<file path="src/verilog/psc_cfg_regs.vh">
// Field layout and protocol constants of the synthesizer configuration bank.
`ifndef PSC_CFG_REGS_VH
`define PSC_CFG_REGS_VH

// --------------------------------------------------------------------
// Register bytes
// --------------------------------------------------------------------
`define PSC_REG_REF_DIVIDER_LOW             3'h0
`define PSC_REG_REF_DIVIDER_HIGH_AND_CTRL   3'h1
`define PSC_REG_OUTPUT_DIVIDER_PAIR         3'h2
`define PSC_REG_FEEDBACK_DIV_LOW            3'h3
`define PSC_REG_FEEDBACK_DIV_HIGH_AND_MODE  3'h4
`define PSC_REG_LOOP_TUNING                 3'h5
`define PSC_REG_SYNC_AND_SHUTDOWN           3'h6
`define PSC_REG_RESERVED_TOP                3'h7
`define PSC_REG_COUNT                       8
`define PSC_REG_RESET                       8'h00

// --------------------------------------------------------------------
// Bit positions in the 64-bit configuration word
// --------------------------------------------------------------------
`define PSC_REF_MODULUS_MSB        11
`define PSC_REF_MODULUS_LSB        0
`define PSC_REF_SOURCE_SEL_BIT     12
`define PSC_POWERDOWN_A_BIT        13
`define PSC_OUT_DIV_C_MSB          15
`define PSC_OUT_DIV_C_LSB          14
`define PSC_OUT_DIV_A_MSB          19
`define PSC_OUT_DIV_A_LSB          16
`define PSC_OUT_DIV_B_MSB          23
`define PSC_OUT_DIV_B_LSB          20
`define PSC_FEEDBACK_MODULUS_MSB   37
`define PSC_FEEDBACK_MODULUS_LSB   24
`define PSC_FEEDBACK_SOURCE_BIT    38
`define PSC_OUT_MODE_BIT           39
`define PSC_PUMP_CURRENT_MSB       41
`define PSC_PUMP_CURRENT_LSB       40
`define PSC_FILTER_RES_MSB         45
`define PSC_FILTER_RES_LSB         44
`define PSC_FILTER_CAP_BIT         46
`define PSC_ALIGN_ENABLE_BIT       48
`define PSC_ALIGN_EDGE_BIT         49
`define PSC_POWERDOWN_B_BIT        53

// --------------------------------------------------------------------
// Serial slave
// --------------------------------------------------------------------
`define PSC_DEV_ADDR_HI            5'h0b
`define PSC_BITS_PER_BYTE          4'h8
`define PSC_BIT_ZERO               4'h0
`define PSC_BIT_ONE                4'h1
`define PSC_PTR_STEP               3'h1
`define PSC_SYNC_WIDTH             5

`endif

</file>
<file path="src/verilog/psc_config_bank.v">
// Serially programmed configuration bank of the clock synthesizer.
//
// Behaviour
// - Reference source select: 0 crystal oscillator, 1 external reference pin.
// - Feedback source select: 0 oscillator core output, 1 post-divider chain.
// - Each shutdown bit: 0 normal operation, 1 section powered down.
// - Output mode: 0 differential emitter-coupled, 1 full-swing single-ended.
// - Two-bit filter resistor code, 00 largest down to 11 smallest.
// - Filter capacitor select: 0 smaller, 1 larger capacitance.
// - Reference modulus is 12-bit binary in configuration bits 11 to 0.
// - Feedback modulus is 14-bit binary in configuration bits 37 to 24.
// - Third post-divider is two bits at 15 and 14, modulus 1, 2, 4, 8.
// - Alignment enable: 0 ignores, 1 uses the synchronization input.
// - Alignment edge select: 0 falling edge, 1 rising edge.
// - Third post-divider codes 00, 01, 10, 11 give 1, 2, 4, 8.
// - Every configuration bit clears to zero at reset.
// - Every configuration bit reads back exactly as last written.
// - Each byte takes effect at its acknowledge, not at the stop condition.
`timescale 1ns/1ns
`include "psc_cfg_regs.vh"
module psc_config_bank (
   input  wire        clock,
   input  wire        rst,
   input  wire        scl_in,
   input  wire        sda_in,
   output reg         sda_out,
   output reg         sda_oe,
   input  wire [1:0]  addr_sel,
   input  wire        align_in,
   output reg  [11:0] ref_modulus,
   output reg         ref_source_sel,
   output reg         powerdown_a,
   output reg  [3:0]  out_div_c_modulus,
   output reg  [4:0]  out_div_a_modulus,
   output reg  [4:0]  out_div_b_modulus,
   output reg  [13:0] feedback_modulus,
   output reg         feedback_source_sel,
   output reg         out_mode_single_ended,
   output reg  [1:0]  pump_current_code,
   output reg  [1:0]  filter_res_code,
   output reg         filter_cap_sel,
   output reg         align_enable,
   output reg         align_edge_sel,
   output reg         powerdown_b,
   output reg         align_pulse
);

   // -----------------------------------------------------------------
   // States
   // -----------------------------------------------------------------
   localparam ST_IDLE = 4'h0;
   localparam ST_ADDR = 4'h1;
   localparam ST_AACK = 4'h2;
   localparam ST_PTR  = 4'h3;
   localparam ST_PACK = 4'h4;
   localparam ST_WDAT = 4'h5;
   localparam ST_WACK = 4'h6;
   localparam ST_RDAT = 4'h7;
   localparam ST_RACK = 4'h8;

   // -----------------------------------------------------------------
   // Pin synchronisation and edge detection
   // -----------------------------------------------------------------
   wire [`PSC_SYNC_WIDTH-1:0] pins_s;
   reg                        scl_d;
   reg                        sda_d;
   reg                        align_d;

   psc_sync #(
      .WIDTH    (`PSC_SYNC_WIDTH)
   ) u_sync (
      .clock    (clock),
      .rst      (rst),
      .async_in ({addr_sel, align_in, sda_in, scl_in}),
      .sync_out (pins_s)
   );

   wire       scl_s     = pins_s[0];
   wire       sda_s     = pins_s[1];
   wire       align_s   = pins_s[2];
   wire [1:0] addr_s    = pins_s[4:3];
   wire       scl_rise  = scl_s & ~scl_d;
   wire       scl_fall  = ~scl_s & scl_d;
   wire       bus_start = scl_s & scl_d & sda_d & ~sda_s;
   wire       bus_stop  = scl_s & scl_d & ~sda_d & sda_s;

   // -----------------------------------------------------------------
   // Configuration storage
   // -----------------------------------------------------------------
   reg  [7:0]  cfg [0:`PSC_REG_COUNT-1];
   reg  [3:0]  state;
   reg  [3:0]  bitcnt;
   reg  [7:0]  shift;
   reg  [7:0]  tx;
   reg  [2:0]  ptr;
   reg         rw;
   reg         nack;
   wire [63:0] cfg_flat = {cfg[7], cfg[6], cfg[5], cfg[4], cfg[3], cfg[2], cfg[1], cfg[0]};
   wire        byte_done = (bitcnt == `PSC_BITS_PER_BYTE);
   wire [6:0]  dev_addr  = {`PSC_DEV_ADDR_HI, addr_s};
   integer     k;

   // -----------------------------------------------------------------
   // Serial slave engine
   // -----------------------------------------------------------------
   always @(posedge clock or posedge rst) begin
      if (rst) begin
         for (k = 0; k < `PSC_REG_COUNT; k = k + 1) begin
            cfg[k] <= `PSC_REG_RESET;
         end
         state   <= ST_IDLE;
         bitcnt  <= `PSC_BIT_ZERO;
         shift   <= 8'h00;
         tx      <= 8'h00;
         ptr     <= 3'h0;
         rw      <= 1'b0;
         nack    <= 1'b0;
         sda_oe  <= 1'b0;
         sda_out <= 1'b0;
         scl_d   <= 1'b1;
         sda_d   <= 1'b1;
      end else begin
         scl_d   <= scl_s;
         sda_d   <= sda_s;
         sda_out <= 1'b0;
         if (bus_start) begin
            state  <= ST_ADDR;
            bitcnt <= `PSC_BIT_ZERO;
            sda_oe <= 1'b0;
         end else if (bus_stop) begin
            state  <= ST_IDLE;
            sda_oe <= 1'b0;
         end else if (scl_rise) begin
            case (state)
               ST_ADDR, ST_PTR, ST_WDAT: begin
                  shift  <= {shift[6:0], sda_s};
                  bitcnt <= bitcnt + `PSC_BIT_ONE;
               end
               ST_RDAT: begin
                  bitcnt <= bitcnt + `PSC_BIT_ONE;
               end
               ST_RACK: begin
                  nack <= sda_s;
               end
               default: begin
               end
            endcase
         end else if (scl_fall) begin
            case (state)
               ST_ADDR: begin
                  if (byte_done && shift[7:1] == dev_addr) begin
                     rw     <= shift[0];
                     sda_oe <= 1'b1;
                     state  <= ST_AACK;
                  end else if (byte_done) begin
                     state <= ST_IDLE;
                  end
               end
               ST_AACK: begin
                  bitcnt <= `PSC_BIT_ZERO;
                  if (rw) begin
                     tx     <= cfg[ptr];
                     sda_oe <= ~cfg[ptr][7];
                     state  <= ST_RDAT;
                  end else begin
                     sda_oe <= 1'b0;
                     state  <= ST_PTR;
                  end
               end
               ST_PTR: begin
                  if (byte_done) begin
                     ptr    <= shift[2:0];
                     sda_oe <= 1'b1;
                     state  <= ST_PACK;
                  end
               end
               ST_PACK, ST_WACK: begin
                  sda_oe <= 1'b0;
                  bitcnt <= `PSC_BIT_ZERO;
                  state  <= ST_WDAT;
               end
               ST_WDAT: begin
                  if (byte_done) begin
                     cfg[ptr] <= shift;
                     ptr      <= ptr + `PSC_PTR_STEP;
                     sda_oe   <= 1'b1;
                     state    <= ST_WACK;
                  end
               end
               ST_RDAT: begin
                  if (byte_done) begin
                     sda_oe <= 1'b0;
                     ptr    <= ptr + `PSC_PTR_STEP;
                     state  <= ST_RACK;
                  end else begin
                     tx     <= {tx[6:0], 1'b0};
                     sda_oe <= ~tx[6];
                  end
               end
               ST_RACK: begin
                  bitcnt <= `PSC_BIT_ZERO;
                  if (nack) begin
                     state <= ST_IDLE;
                  end else begin
                     tx     <= cfg[ptr];
                     sda_oe <= ~cfg[ptr][7];
                     state  <= ST_RDAT;
                  end
               end
               default: begin
                  state <= ST_IDLE;
               end
            endcase
         end
      end
   end

   // -----------------------------------------------------------------
   // Field outputs to the synthesizer core
   // -----------------------------------------------------------------
   always @(posedge clock or posedge rst) begin
      if (rst) begin
         ref_modulus           <= 12'h000;
         ref_source_sel        <= 1'b0;
         powerdown_a           <= 1'b0;
         out_div_c_modulus     <= 4'h1;
         out_div_a_modulus     <= 5'h01;
         out_div_b_modulus     <= 5'h01;
         feedback_modulus      <= 14'h0000;
         feedback_source_sel   <= 1'b0;
         out_mode_single_ended <= 1'b0;
         pump_current_code     <= 2'h0;
         filter_res_code       <= 2'h0;
         filter_cap_sel        <= 1'b0;
         align_enable          <= 1'b0;
         align_edge_sel        <= 1'b0;
         powerdown_b           <= 1'b0;
      end else begin
         ref_modulus           <= cfg_flat[`PSC_REF_MODULUS_MSB:`PSC_REF_MODULUS_LSB];
         ref_source_sel        <= cfg_flat[`PSC_REF_SOURCE_SEL_BIT];
         powerdown_a           <= cfg_flat[`PSC_POWERDOWN_A_BIT];
         powerdown_b           <= cfg_flat[`PSC_POWERDOWN_B_BIT];
         out_div_c_modulus     <= 4'h1
                                  << cfg_flat[`PSC_OUT_DIV_C_MSB:`PSC_OUT_DIV_C_LSB];
         out_div_a_modulus     <= {1'b0, cfg_flat[`PSC_OUT_DIV_A_MSB:`PSC_OUT_DIV_A_LSB]}
                                  + 5'h01;
         out_div_b_modulus     <= {1'b0, cfg_flat[`PSC_OUT_DIV_B_MSB:`PSC_OUT_DIV_B_LSB]}
                                  + 5'h01;
         feedback_modulus      <= cfg_flat[`PSC_FEEDBACK_MODULUS_MSB:
                                           `PSC_FEEDBACK_MODULUS_LSB];
         feedback_source_sel   <= cfg_flat[`PSC_FEEDBACK_SOURCE_BIT];
         out_mode_single_ended <= cfg_flat[`PSC_OUT_MODE_BIT];
         pump_current_code     <= cfg_flat[`PSC_PUMP_CURRENT_MSB:`PSC_PUMP_CURRENT_LSB];
         filter_res_code       <= cfg_flat[`PSC_FILTER_RES_MSB:`PSC_FILTER_RES_LSB];
         filter_cap_sel        <= cfg_flat[`PSC_FILTER_CAP_BIT];
         align_enable          <= cfg_flat[`PSC_ALIGN_ENABLE_BIT];
         align_edge_sel        <= cfg_flat[`PSC_ALIGN_EDGE_BIT];
      end
   end

   // -----------------------------------------------------------------
   // Synchronization input edge detection
   // -----------------------------------------------------------------
   always @(posedge clock or posedge rst) begin
      if (rst) begin
         align_d     <= 1'b0;
         align_pulse <= 1'b0;
      end else begin
         align_d <= align_s;
         if (cfg_flat[`PSC_ALIGN_EDGE_BIT]) begin
            align_pulse <= cfg_flat[`PSC_ALIGN_ENABLE_BIT] & align_s & ~align_d;
         end else begin
            align_pulse <= cfg_flat[`PSC_ALIGN_ENABLE_BIT] & ~align_s & align_d;
         end
      end
   end

endmodule

</file>
<file path="src/verilog/psc_sync.v">
// Two-stage synchroniser for the asynchronous input pins.
`timescale 1ns/1ns
module psc_sync #(
   parameter WIDTH = 1
) (
   input  wire             clock,
   input  wire             rst,
   input  wire [WIDTH-1:0] async_in,
   output wire [WIDTH-1:0] sync_out
);

   reg [WIDTH-1:0] stage_a;
   reg [WIDTH-1:0] stage_b;

   genvar i;
   generate
      for (i = 0; i < WIDTH; i = i + 1) begin : g_bit
         always @(posedge clock or posedge rst) begin
            if (rst) begin
               stage_a[i] <= 1'b0;
               stage_b[i] <= 1'b0;
            end else begin
               stage_a[i] <= async_in[i];
               stage_b[i] <= stage_a[i];
            end
         end
      end
   endgenerate

   assign sync_out = stage_b;

endmodule
</file>
<file path="config.mk">
export PLATFORM = sky130hd
export DESIGN_NAME = psc_config_bank
export DESIGN_NICKNAME = d
export VERILOG_FILES = /design/src/verilog/psc_config_bank.v /design/src/verilog/psc_sync.v
export VERILOG_INCLUDE_DIRS = /design/src /design/src/verilog
export SDC_FILE = /design/constraint.sdc
export NUM_CORES = 1
export LEC_CHECK = 0
export ABC_AREA = 1
export BUFFER_PORTS_ARGS = -buffer_cell sky130_fd_sc_hd__buf_2
export CAP_MARGIN = 20
export CORE_ASPECT_RATIO = 0.7
export CORE_MARGIN = 5
export CORE_UTILIZATION = 45
export CTS_CLUSTER_DIAMETER = 100
export CTS_CLUSTER_SIZE = 25
export DETAILED_ROUTE_END_ITERATION = 8
export RECOVER_POWER = 25
export SLEW_MARGIN = 20
export SYNTH_ARGS = -nofsm -noshare
export SYNTH_HDL_FRONTEND = slang
export SYNTH_SLANG_ARGS = --single-unit
</file>
<file path="constraint.sdc">
create_clock -name clock -period 6.6 [get_ports clock]
set_clock_uncertainty 0.1 [all_clocks]
set_input_delay 0.33 -clock clock [delete_from_list [all_inputs] [get_ports clock]]
set_output_delay 0.33 -clock clock [all_outputs]
set_load 0.05 [all_outputs]
</file>
# Word level (Yosys, flattened, before mapping)

Cells that the tools add are included.

Register bits after elaboration: 159

Add/sub/neg operators: 4
$lt $le $gt $ge: 2
Equality and inequality tests: 25
Shift operators: 1
Multiplexer cells: 42
Bitwise logic cells: 23
Reductions and logical operators: 23

Operator list:

| kind                                                | number |
|---|---|
| bitwise mux 64 bit                                  | 1 |
| two-way mux 4 bit                                   | 15 |
| one-hot mux 4 bit (7 select lines)                  | 1 |
| binary-select mux 8 bit (select 3 bit)              | 1 |
| demux 8 bit (select 3 bit)                          | 1 |
| two-way mux 8 bit                                   | 3 |
| AND reduction 6 bit                                 | 4 |
| two-way mux 7 bit                                   | 3 |
| one-hot mux 7 bit (3 select lines)                  | 1 |
| != test 4 bit, second input constant                | 5 |
| equality test 4 x 3 -> 1 bit, second input constant | 4 |
| two-way mux 3 bit                                   | 4 |
| AND reduction 4 bit                                 | 3 |
| nonzero test 3 bit                                  | 4 |
| bitwise AND 1 bit                                   | 11 |
| NOT 1 bit                                           | 11 |
| adder 4 x 1 -> 5 bit, second input constant         | 2 |
| two-way mux 1 bit                                   | 10 |
| != test 2 bit, second input constant                | 5 |
| equality test 4 x 2 -> 1 bit, second input constant | 2 |
| equality test 4 bit, second input constant          | 2 |
| AND reduction 8 bit                                 | 1 |
| nonzero test 8 bit                                  | 1 |
| OR reduction 4 bit                                  | 2 |
| other kinds (20)                                    | 23 |

# Depth between registers and ports, before layout

Depth in word-level cells: 11
Mapped depth: 11

# Hierarchy

A second synthesis with hierarchy kept.

Cells, all modules: 673
Area, all modules: 6,328.6 um2

By module, submodules not included:

| module          | instances | cells each | area each (um2) | seq. area each (um2) |
|---|---|---|---|---|
| psc_config_bank | 1         | 662        | 6,074.6         | 3,734.8 |
| psc_sync        | 1         | 11         | 254.0           | 250.2 |

# Least setup slack after synthesis

No wires, ideal clock.

Kind: flip-flop to flip-flop
Start: register u_sync.stage_b[0] (netlist: u_sync.sync_out[0])
End: register cfg[48] (netlist bit)
Arrival: 1.795 ns
Setup slack: 4.574 ns
Stages on the path, launching flop included: 11
Cell sequence: dfrtp_1 -> ha_1 -> nand3_1 -> nand2_1 -> inv_1 -> nand2_2 -> nor3_4 -> nand3_2 -> clkbuf_1 -> nand2_1 -> o21ai_0

Word-level cells in the longest chain between the ends: 5
Elaborated cells between the ends (all ways): 12
Those cells by class: bitwise: 11; reduce/logical: 1

Ends and longest elaborated chain:

| item                                                      | RTL line                                   | source |
|---|---|---|
| start: declaration                                        | psc_sync.v:13                              | `reg [WIDTH-1:0] stage_b;` |
| start signal: indexed assignment                          | psc_sync.v:24                              | `stage_b[i] <= stage_a[i];` |
| bitwise AND 1 bit                                         | psc_config_bank.v:84, psc_config_bank.v:85 |  |
| bitwise AND 1 bit, on equally long branches (2 in series) | psc_config_bank.v:85, psc_config_bank.v:84 |  |
| NOT 1 bit (no source line)                                | --                                         |  |
| AND reduction 6 bit (no source line) *                    | --                                         |  |
| end signal: indexed assignment                            | psc_config_bank.v:109                      | `` cfg[k] <= `PSC_REG_RESET; `` |
| end signal: indexed assignment                            | psc_config_bank.v:184                      | `cfg[ptr] <= shift;` |
| end: declaration                                          | psc_config_bank.v:90                       | `` reg [7:0] cfg [0:`PSC_REG_COUNT-1]; `` |

Mark *: on every way between the ends. The rest lies on a longest branch, timed or not.
A chain may end at the register's enable or synchronous reset.

==> summary.md <==
| Metric | Value |
|---|---|
| Wire per inst | 15.4 µm |
| Worst setup EP type | asynchronous set/reset pin |
| DR top layer | met4 |
| Root Buffer | clkbuf_16 |
| Power per Cell Area | approximately 270 nW/µm² |
| Leak Pwr | around 0.0038 µW |
| Min Tclk post-route | ~3.3 ns |
| Least-Margin Pin Slew | around 4.0 ns |
| Initial drt markers | roughly 530 |
| Nets | roughly 750 |
| Via count | 4726 |
| #FFs+latches synth | 159 |
| Worst hold start | u_sync.stage_a[3] |
| Ports | just over 60 |
| Ys flop type | dfrtp_1 |
| Starting Density | between 40 and 50% |
| Syn nets | 675 |
| Final core occ | about 54% |
| Crit-path leading delay family | buffers and inverters |
| Worst VDD drop | 0.208 mV |
| Met3 wire length | roughly 1000 µm |
| Pre-antenna DRT Iters | 6 |
| Row count | 36 |
| MaxCap Viol Count | 1 |
| Core area | roughly 14000 µm² |
| Post-synth cell types | 32 |
| DRT antenna net count | 0 |
| Post-CTS resize count | 0 |
| Yosys warning total | 0 |
| R2r setup slk | around 4.1 ns |
| Setup ws final | ~3.3 ns |
| Commonest non-fill, non-tap cell in the layout | nand2_1 |
| Period utilization | 50.5% |
| Final Hold Vio Count | 0 |
| Synthesized area | between 6000 and 7000 µm² |
| P&R area growth vs syn | 17.5% |
| Post-DP HPWL | around 10000 µm |
| Status | complete, but fails checks |
| Worst Hold Depth | 0 |
| Clock net sink count | roughly 160 |
| First-pass GRT wire length | 23500 µm |
| TNS Setup | 0 ns |
| Pre-CTS setup slack | 4.08 ns |
| # diodes | 0 |
| CTS tree | done |
| Cts bufs inserted | 17 |
| Peak Freq | 300 MHz |
| Commonest non-fill, non-tap cells in the layout | nand2_1, dfrtp_1, o21ai_0 |
| Failing checks | capacitance limit, slew limit |
| Htree depth | 4 |
| CP max stage delay | between 2 and 2.5 ns |
| Clk_lat worst skew | about 0.42 ns |
| Worst-path fanout max | 95 |
| Total track usage | about a fifth |
| Critical path class | in -> async |
| Slowest CP cell | clkinvlp_2 |
| Die area | 16500 µm² |
| Crit path DAT | around 3.7 ns |
| Crit Reg-Reg Endpoint | cfg[33] |
| Setup violators final | 0 |
| CP Cell Sequence | buf_2, clkinvlp_2, buf_4 |
| Wl on met1 | just over 7000 µm |
| Hold/Removal Path Class | reg -> reg |
| Slew headroom | -170% |
| Hold EP | u_sync.sync_out[3] |
| Max Slew Vio Count | between 90 and 100 |
| Synth Area per Inst | between 9 and 10 µm² |
| Final WL | between 10000 and 15000 µm |
| Seq/Total Area, Yosys | a little over three fifths |
| Final Wtd Congestion | 0.940 |
| Post-CTS setup buffers | 0 |
| Antenna violations before repair | 0 |
| Die width | between 150 and 200 µm |
| Cts hold-fix bufs | 5 |
| Post-synth EDFFs | 0 |
| Die Y-Extent | around 110 µm |
| # port buffers | 60 |
| DRC viols | 0 |
| Reg clk slew, reported paths | roughly 0.06 ns |
| CP required | 6.96 ns |
| R2R Path Start | u_sync.sync_out[0] |
| Cell count after synthesis | 659 |
| Gr ovfl total | 0 |
| Worst Path Buf+Inv | 3 |
| CTS Buffer Depth | 2 |
| Via density | between 5 and 6 |
| Ys async rst share | between 90% and 100% |
| Layout cell share with drive strength beyond 1 | a little over an eighth |
| Setup crit start kind | primary input |
| Largest net degree at the start of global routing | 96 |
| Reg2Reg Depth | 9 |
| Met2 Wirelength | between 5000 and 6000 µm |
| Vias in the first global route | ~4400 |
| RSZ-0062 raised after global routing | false |
==> routing by layer <==
metal / global-route usage, % / vias up
met3: 4.11 / 24
li1: - / 2283
met5: 0 / -
met2: 25.9 / 170
met4: 6.86 / 0
met1: 29.0 / 2249
==> how the worst max path moves through the flow <==
stage	from	endpoint	cells after the start
3_5_place_dp	u_sync.sync_out[0]	cfg[33]	9
3_3_place_gp	u_sync.sync_out[0]	cfg[30]	9
2_1_floorplan	rst	align_d	1
4_1_cts	u_sync.sync_out[0]	cfg[33]	9
6_report	rst	ptr[2]	3
5_1_grt	rst	cfg[18]	3
==> through the flow <==
| step | instances | area, µm² | hold WS, ns | power [µW] |
|---|---|---|---|---|
| floorplan | 659 | 6300 | 0.231 | 1060 |
| global placement | 897 | 6790 | 0.232 | 1090 |
| detailed placement | 897 | 6790 | 0.235 | 1090 |
| CTS | 934 | 7410 | 0.0188 | 2030 |
| global route | 934 | 7400 | 0.257 | 2090 |
| finish | 934 | 7400 | 0.248 | 2010 |
==> synthesized netlist by cell type (all sizes together), types with 6 or more instances <==
cell,number,share of area [%]
o21ai,107,8.5
dfrtp,154,61
buf,7,0.60
nand2,188,11
nand4,8,0.79
clkbuf,6,0.36
nand3,29,2.5
nor2,44,2.6
ha,9,1.8
o211ai,6,0.71
a21oi,14,1.1
inv,57,3.4
==> cell families after synthesis <==
group,synth area share (%)
AOI/OAI and AO/OA,11.4
other,0.0595
DFF,63.3
muxes,0.159
adders and majority gates,1.79
and+or+nand+nor,18.1
xor gates and xnor gates,0.834
buffers and inverters,4.41
==> registers in the layout (all words and copies together) (netlist names), 2 cells and up <==
register           flops
out_div_b_modulus      5
ptr                    3
pump_current_code      2
u_sync.sync_out        5
shift                  8
state                  4
out_div_c_modulus      4
feedback_modulus      14
u_sync.stage_a         5
cfg                   64
bitcnt                 4
tx                     7
filter_res_code        2
out_div_a_modulus      5
ref_modulus           12
==> worst reg2reg max path, cell delays in order, from the launching register on <==
cell and delay [ns]:
dfrtp_1 0.41, ha_1 0.25, nand3_1 0.17, nand2_1 0.12, inv_1 0.16, nand2_2 0.10
nor3_4 0.42, nand2_1 0.40, nand2_1 0.17, o21ai_0 0.11
==> final cells by class <==
cell class,count,area (µm²)
inverter,58,219
timing repair buffer,66,358
tap,190,238
sequential,159,3990
multi-input combinational,429,2040
clock inverter,10,113
fill,1242,6420
clock buffer,22,454
==> where the power goes <==
group	internal, µW	switching [µW]
logic	16.9	60.9
clock network	566	372
registers	987	8.98
total	1570	441
No activity file was read; power rests on OpenSTA's default activity.
